`src/ppef_defines.svh`:
```
`ifndef PPEF_DEFINES_SVH
`define PPEF_DEFINES_SVH

// ==========================================================
// Register byte offsets
`define PPEF_OFF_SENSE 12'h404
`define PPEF_OFF_BOTH 12'h408
`define PPEF_OFF_POL 12'h40c
`define PPEF_OFF_ENA 12'h410
`define PPEF_OFF_RAW 12'h414
`define PPEF_OFF_MSK 12'h418
`define PPEF_OFF_CLR 12'h41c
`define PPEF_OFF_FUNC 12'h420

// ==========================================================
// Reset values
`define PPEF_RST_ZERO 8'h00
`define PPEF_RST_FUNC_B 8'h80
`define PPEF_RST_FUNC_C 8'h0f

// ==========================================================
// Field positions and response codes
`define PPEF_TRIG_BIT 4
`define PPEF_RESP_OKAY 2'b00
`define PPEF_RESP_SLVERR 2'b10

`endif

```
`src/ppef_pkg.sv`:
```
package ppef_pkg;

   // ==========================================================
   // Per-pin configuration carried as one group
   typedef struct packed {
      logic [7:0] sense;
      logic [7:0] both;
      logic [7:0] pol;
      logic [7:0] ena;
   } ppef_cfg_t;

   typedef enum logic [1:0] {
      PPEF_PORT_PLAIN,
      PPEF_PORT_B,
      PPEF_PORT_C
   } ppef_port_t;

endpackage

```
`src/ppef_port_events.sv`:
```
`include "ppef_defines.svh"

module ppef_port_events #(
   parameter ppef_pkg::ppef_port_t PORT_KIND = ppef_pkg::PPEF_PORT_PLAIN,
   parameter int WIDTH = 8
) (
   // Clock and reset
   input wire logic aclk,
   input wire logic aresetn,
   input wire logic clk_en,
   // AXI4-Lite write address
   input wire logic awvalid,
   output logic awready,
   input wire logic [11:0] awaddr,
   // AXI4-Lite write data
   input wire logic wvalid,
   output logic wready,
   input wire logic [31:0] wdata,
   input wire logic [3:0] wstrb,
   // AXI4-Lite write response
   output logic bvalid,
   input wire logic bready,
   output logic [1:0] bresp,
   // AXI4-Lite read address
   input wire logic arvalid,
   output logic arready,
   input wire logic [11:0] araddr,
   // AXI4-Lite read data
   output logic rvalid,
   input wire logic rready,
   output logic [31:0] rdata,
   output logic [1:0] rresp,
   // Pins
   input wire logic [WIDTH-1:0] pin_in,
   // Outputs
   output logic [WIDTH-1:0] function_select,
   output logic [WIDTH-1:0] pin_interrupt,
   output logic combined_port_interrupt,
   output logic converter_trigger
);

   // ==========================================================
   // Reset value of the function field
   localparam logic [WIDTH-1:0] FUNC_RST =
      (PORT_KIND == ppef_pkg::PPEF_PORT_B) ? WIDTH'(`PPEF_RST_FUNC_B) :
      (PORT_KIND == ppef_pkg::PPEF_PORT_C) ? WIDTH'(`PPEF_RST_FUNC_C) :
      WIDTH'(`PPEF_RST_ZERO);

   // ==========================================================
   // State
   ppef_pkg::ppef_cfg_t cfg;
   logic [WIDTH-1:0] func_sel;
   logic [WIDTH-1:0] edge_latch;
   logic [WIDTH-1:0] pin_meta;
   logic [WIDTH-1:0] pin_sync;
   logic [WIDTH-1:0] pin_prev;
   logic [WIDTH-1:0] raw_flags;
   logic aw_held;
   logic w_held;
   logic [11:0] aw_addr_q;
   logic [31:0] w_data_q;
   logic [3:0] w_strb_q;

   // ==========================================================
   // Event detection
   wire [WIDTH-1:0] rise = pin_sync & ~pin_prev;
   wire [WIDTH-1:0] fall = ~pin_sync & pin_prev;
   wire [WIDTH-1:0] one_edge = (cfg.pol[WIDTH-1:0] & rise) |
                               (~cfg.pol[WIDTH-1:0] & fall);
   wire [WIDTH-1:0] edge_hit = ~cfg.sense[WIDTH-1:0] &
      ((cfg.both[WIDTH-1:0] & (rise | fall)) |
       (~cfg.both[WIDTH-1:0] & one_edge));
   // Level pins track the pin, so a clear cannot hold them low
   wire [WIDTH-1:0] level_hit = cfg.sense[WIDTH-1:0] &
      ~(pin_sync ^ cfg.pol[WIDTH-1:0]);
   wire [WIDTH-1:0] masked_flags = raw_flags & cfg.ena[WIDTH-1:0];

   // ==========================================================
   // Write path decode
   // Commit only once both halves are held, in the edge that raises bvalid
   wire do_write = aw_held & w_held & ~bvalid & clk_en;
   wire [11:0] wr_addr = aw_addr_q;
   wire [31:0] wr_data = w_data_q;
   wire [3:0] wr_strb = w_strb_q;
   // Only the low byte lane carries fields; upper bits are dropped
   wire wr_lane0 = wr_strb[0];
   wire [WIDTH-1:0] wr_byte = wr_data[WIDTH-1:0];
   wire wr_sense = do_write & wr_lane0 & (wr_addr == `PPEF_OFF_SENSE);
   wire wr_both = do_write & wr_lane0 & (wr_addr == `PPEF_OFF_BOTH);
   wire wr_pol = do_write & wr_lane0 & (wr_addr == `PPEF_OFF_POL);
   wire wr_ena = do_write & wr_lane0 & (wr_addr == `PPEF_OFF_ENA);
   wire wr_clr = do_write & wr_lane0 & (wr_addr == `PPEF_OFF_CLR);
   wire wr_func = do_write & wr_lane0 & (wr_addr == `PPEF_OFF_FUNC);
   wire wr_known = (wr_addr == `PPEF_OFF_SENSE) | (wr_addr == `PPEF_OFF_BOTH) |
                   (wr_addr == `PPEF_OFF_POL) | (wr_addr == `PPEF_OFF_ENA) |
                   (wr_addr == `PPEF_OFF_RAW) | (wr_addr == `PPEF_OFF_MSK) |
                   (wr_addr == `PPEF_OFF_CLR) | (wr_addr == `PPEF_OFF_FUNC);
   // A new event in the clearing cycle wins over the clear
   wire [WIDTH-1:0] clr_mask = wr_clr ? wr_byte : '0;
   wire [WIDTH-1:0] next_edge_latch = (edge_latch & ~clr_mask) | edge_hit;
   wire [WIDTH-1:0] next_raw = next_edge_latch | level_hit;

   // ==========================================================
   // Read path decode
   wire do_read = arvalid & ~rvalid & clk_en;
   wire [WIDTH-1:0] rd_byte =
      (araddr == `PPEF_OFF_SENSE) ? cfg.sense[WIDTH-1:0] :
      (araddr == `PPEF_OFF_BOTH) ? cfg.both[WIDTH-1:0] :
      (araddr == `PPEF_OFF_POL) ? cfg.pol[WIDTH-1:0] :
      (araddr == `PPEF_OFF_ENA) ? cfg.ena[WIDTH-1:0] :
      (araddr == `PPEF_OFF_RAW) ? raw_flags :
      (araddr == `PPEF_OFF_MSK) ? masked_flags :
      (araddr == `PPEF_OFF_FUNC) ? func_sel : '0; // clear register reads zero
   wire rd_known = (araddr == `PPEF_OFF_SENSE) | (araddr == `PPEF_OFF_BOTH) |
                   (araddr == `PPEF_OFF_POL) | (araddr == `PPEF_OFF_ENA) |
                   (araddr == `PPEF_OFF_RAW) | (araddr == `PPEF_OFF_MSK) |
                   (araddr == `PPEF_OFF_CLR) | (araddr == `PPEF_OFF_FUNC);

   // ==========================================================
   // Pin synchroniser
   always_ff @(posedge aclk)
   begin
      if (!aresetn)
      begin
         pin_meta <= '0;
         pin_sync <= '0;
         pin_prev <= '0;
      end
      else if (clk_en)
      begin
         pin_meta <= pin_in;
         pin_sync <= pin_meta;
         pin_prev <= pin_sync;
      end
   end

   // ==========================================================
   // Configuration registers
   always_ff @(posedge aclk)
   begin
      if (!aresetn)
      begin
         cfg <= '0;
         func_sel <= FUNC_RST;
      end
      else
      begin
         if (wr_sense) cfg.sense[WIDTH-1:0] <= wr_byte;
         if (wr_both) cfg.both[WIDTH-1:0] <= wr_byte;
         if (wr_pol) cfg.pol[WIDTH-1:0] <= wr_byte;
         if (wr_ena) cfg.ena[WIDTH-1:0] <= wr_byte;
         if (wr_func) func_sel <= wr_byte;
      end
   end

   // ==========================================================
   // Event flags and interrupt outputs
   always_ff @(posedge aclk)
   begin
      if (!aresetn)
      begin
         edge_latch <= '0;
         raw_flags <= '0;
         function_select <= FUNC_RST;
         pin_interrupt <= '0;
         combined_port_interrupt <= 1'b0;
         converter_trigger <= 1'b0;
      end
      else if (clk_en)
      begin
         edge_latch <= next_edge_latch;
         raw_flags <= next_raw;
         function_select <= func_sel;
         pin_interrupt <= masked_flags;
         combined_port_interrupt <= |masked_flags;
         // Pulse on each new port B bit 4 event that is enabled
         converter_trigger <= (PORT_KIND == ppef_pkg::PPEF_PORT_B) &&
            cfg.ena[`PPEF_TRIG_BIT] &&
            (edge_hit[`PPEF_TRIG_BIT] ||
             (level_hit[`PPEF_TRIG_BIT] && !raw_flags[`PPEF_TRIG_BIT]));
      end
   end

   // ==========================================================
   // AXI4-Lite write channel
   always_ff @(posedge aclk)
   begin
      if (!aresetn)
      begin
         aw_held <= 1'b0;
         w_held <= 1'b0;
         aw_addr_q <= '0;
         w_data_q <= '0;
         w_strb_q <= '0;
         awready <= 1'b0;
         wready <= 1'b0;
         bvalid <= 1'b0;
         bresp <= `PPEF_RESP_OKAY;
      end
      else if (clk_en)
      begin
         awready <= 1'b0;
         wready <= 1'b0;
         if (awvalid && !aw_held && !awready && !bvalid)
         begin
            aw_held <= 1'b1;
            aw_addr_q <= awaddr;
            awready <= 1'b1;
         end
         if (wvalid && !w_held && !wready && !bvalid)
         begin
            w_held <= 1'b1;
            w_data_q <= wdata;
            w_strb_q <= wstrb;
            wready <= 1'b1;
         end
         if (aw_held && w_held && !bvalid)
         begin
            aw_held <= 1'b0;
            w_held <= 1'b0;
            bvalid <= 1'b1;
            bresp <= wr_known ? `PPEF_RESP_OKAY : `PPEF_RESP_SLVERR;
         end
         else if (bvalid && bready)
         begin
            bvalid <= 1'b0;
         end
      end
   end

   // ==========================================================
   // AXI4-Lite read channel
   always_ff @(posedge aclk)
   begin
      if (!aresetn)
      begin
         arready <= 1'b0;
         rvalid <= 1'b0;
         rdata <= '0;
         rresp <= `PPEF_RESP_OKAY;
      end
      else if (clk_en)
      begin
         arready <= 1'b0;
         if (do_read && !arready)
         begin
            arready <= 1'b1;
            rvalid <= 1'b1;
            rdata <= {{(32 - WIDTH){1'b0}}, rd_byte};
            rresp <= rd_known ? `PPEF_RESP_OKAY : `PPEF_RESP_SLVERR;
         end
         else if (rvalid && rready)
         begin
            rvalid <= 1'b0;
         end
      end
   end

endmodule // ppef_port_events

```
`config.mk`:
```
export PLATFORM = sky130hd
export DESIGN_NAME = ppef_port_events
export DESIGN_NICKNAME = d
export VERILOG_FILES = /design/src/ppef_pkg.sv /design/src/ppef_port_events.sv
export VERILOG_INCLUDE_DIRS = /design/src
export SDC_FILE = /design/constraint.sdc
export NUM_CORES = 1
export LEC_CHECK = 0
export BUFFER_PORTS_ARGS = -buffer_cell sky130_fd_sc_hd__buf_2
export CORE_UTILIZATION = 50
export CTS_CLUSTER_DIAMETER = 40
export DETAILED_ROUTE_END_ITERATION = 8
export PLACE_DENSITY = 0.87
export SLEW_MARGIN = 20
export SYNTH_ARGS = -nofsm -noshare
export SYNTH_HDL_FRONTEND = slang
export SYNTH_SLANG_ARGS = --single-unit
```
`constraint.sdc`:
```
create_clock -name aclk -period 1.95 [get_ports aclk]
set_input_delay 0.195 -clock aclk [delete_from_list [all_inputs] [get_ports aclk]]
set_output_delay 0.195 -clock aclk [all_outputs]
set_load 0.01 [all_outputs]
```
==> metrics <==
status finished, violations left; failing checks setup timing; endpoints failing hold 0; Num CTS Buffers 17; DR DRC count 0; share of cells above drive strength 1 between 20% and 30%; Post-synth ARST share 0%; maximum vdd drop around 0.55 mV; Die Ht 116 microns; total core area 12600 sq um; Fmax roughly 500 MHz; Reg2Reg Setup Slack -0.02 ns; register area share after synthesis about two fifths; Worst R2R End cfg[7]$_SDFFE_PN0P_; Hold WS about 0.032 ns; top post-synthesis cells by count dfxtp_1 (135), mux2i_1 (93), nand2_1 (67); Power Density ~860 nW/um^2; top area cells in the synthesized netlist dfxtp_1 (42%), mux2i_1 (14%), nor2b_1 (5.6%), nand2_1 (3.9%), buf_4 (3.2%); placed cell count roughly 930; Synth Flop Type dfxtp_1; Sink Count 135; area share of the largest cell type after synthesis a little over two fifths; Cell Rows 41; Mapped Area ~6500 sq um; Final nets around 900; static leakage between 3 and 4 nW; HP Class primary input to flip-flop; vias per cell approximately 5.5; Worst-Skew Late Latency about 0.42 ns; I/O Buffers 80; biggest area consumer among synthesized cells dfxtp_1; diode count 0; Finished Layout Cells between 900 and 1000; chip width between 100 and 150 microns; Largest register FFs 32; yosys warns 0; Max Slew Vio Count 0; CP Launch Type flip-flop; Overflow after GRT 0; CP Class flip-flop to flip-flop; Design Area, Final roughly 8000 sq um; Post-DP Area 7240 sq um; # IOs 135; Syn Area/Cell ~9.6 sq um; DRT Pass-1 Iters 5; WP data arrival ~2.3 ns; Worst-Margin Slew approximately 0.51 ns; Post-synth EDFFs 0; first-pass GRT wire length roughly 25000 microns; synth-to-layout area growth 23.0%; clock-pin transition on the worst setup and hold timing paths 0.06 ns; Hold Path Depth 3; max-cap viol count 0; Initial Util 51.4%; detailed-route via count roughly 5300; CTS tree done; Hold-fix buffers, CTS 0; setup ws final -0.0233 ns; H-tree Lvls 4; HPWL Detailed between 10000 and 15000 microns; root buf cell clkbuf_16; RSZ-0062 raised after global routing true; Top Registers cfg: 32 flops, aw_addr_q: 12 flops; Slew HR around two thirds; Total Routed Length approximately 16000 microns; Post-Synthesis Cells roughly 680; GRT Total Usage roughly a quarter; Design Power roughly 6.9 mW; CP Capture Type flip-flop; largest net degree at the start of global routing 57; DR WL/cell approximately 16 microns; number of library cell types mapped by synthesis 46; Largest Register cfg; cells on worst reg2reg path 7; crit path time final slightly below 2 ns; Final Setup Violations 4; worst-path maximum fanout 8; GPL Wtd Cong 0.959; post-synthesis register bit count 135; Setup crit start aw_addr_q[7]$_SDFFE_PN0P_; antenna violations before repair 0; Die Footprint between 10000 and 15000 sq um; vias in the first global route about 5000; Setup Skew around 0.0091 ns; fin crit share 101%; worst reg2reg startpoint aw_addr_q[7]$_SDFFE_PN0P_; Routed Antenna Nets 0; Worst Path Required ~2.3 ns; Hold Path End pin_meta[7]$_SDFFE_PN0P_; CTS max path bufs 2; Iteration-0 DRC Markers slightly below 400; Hold Path Origin pin_in[7]; most common cell in the netlist dfxtp_1; setup TNS -0.0822 ns
[critical path: stages (launching register included)]
cell     delay (ns)
dfxtp_2        0.32
nor4_2         0.25
buf_4          0.17
nand2_4        0.06
or3_4          0.39
nor4b_4        0.28
buf_6          0.20
mux2i_1        0.22
[worst max-delay path by stage]
stage	endpoint	cells past startpoint
final	cfg[7]$_SDFFE_PN0P_	7
after global routing	cfg[4]$_SDFFE_PN0P_	7
after CTS	cfg[20]$_SDFFE_PN0P_	7
after detailed placement	func_sel[5]$_SDFFE_PN0P_	7
after global placement	func_sel[1]$_SDFFE_PN0P_	7
after floorplan	cfg[10]$_SDFFE_PN0P_	5
[layer usage]
metal / track usage (%) / wire length [microns] / vias to the layer above
li1: - / - / 2538
met1: 31.8 / 6730 / 2517
met2: 38.4 / 7080 / 226
met3: 6.43 / 1320 / 42
met4: 13.2 / 512 / 0
met5: 0 / 0 / -
[final cells by class]
type | count | area [sq um]
Sequential cell | 135 | 2710
Tap cell | 172 | 215
Fill cell | 979 | 4650
Clock inverter | 12 | 174
Multi-Input combinational cell | 470 | 3480
Inverter | 32 | 120
Timing Repair Buffer | 126 | 812
Clock buffer | 20 | 467
[power by group]
| group | leakage (nW) | internal (mW) | total, mW | switching [mW] |
|---|---|---|---|---|
| sequential | 1.10 | 2.84 | 2.91 | 0.0752 |
| combinational | 1.82 | 0.245 | 0.527 | 0.283 |
| clock | 0.304 | 2.23 | 3.42 | 1.19 |
| total | 3.22 | 5.31 | 6.86 | 1.55 |
[cell families (layout without fill, tap and decap cells)]
logic type	count (synthesis)	count (layout)	synth area share, %
muxes	101	101	15.7
DFF	135	135	41.7
buffers and inverters	98	190	7.39
and+or+nand+nor	182	182	15.6
AOI/OAI and AO/OA	134	134	15.1
other	1	27	0.0578
xor gates and xnor gates	10	10	1.35
adders and majority gates	16	16	3.09
[cell usage in the layout (no fill, tap or decap), types with 3 or more instances in the layout]
cell type and n:
dfxtp_1 133, mux2i_1 91, buf_2 78, nand2_1 66, nor2b_1 58, buf_4 41, inv_1 32, conb_1 27
o211ai_1 24, o21ai_0 19, a21oi_1 17, a21boi_0 17, clkbuf_16 17, ha_1 16, nand2b_1 11, nand3_1 10
a221oi_1 10, xor2_1 9, nor2_1 8, o22ai_1 8, a211o_1 8, a21o_1 8, mux2_2 8, o221a_2 8
a2bb2o_1 7, nor3_1 5, and3_1 4, nor4b_4 4, bufinv_16 4, clkinvlp_4 4, buf_12 4, clkbuf_8 3
clkinv_2 3, buf_6 3
[metrics by stage]
step | setup slack (ns) | utilization [%]
finish | -0.0233 | 63.2
global route | -0.165 | 63.2
global placement | -0.0379 | 57.4
floorplan | 0.0390 | -
detailed placement | -0.106 | 57.4
CTS | -0.00928 | 62.7
[what timing repair did]
action                     in CTS  in global routing
setup endpoints to repair      31                 39
gates resized for setup         5                 10
setup buffers                   1                  2
hold endpoints to repair        0                  0
pin swaps                       5                  4
Note: power is estimated with default switching activity, not from simulation.
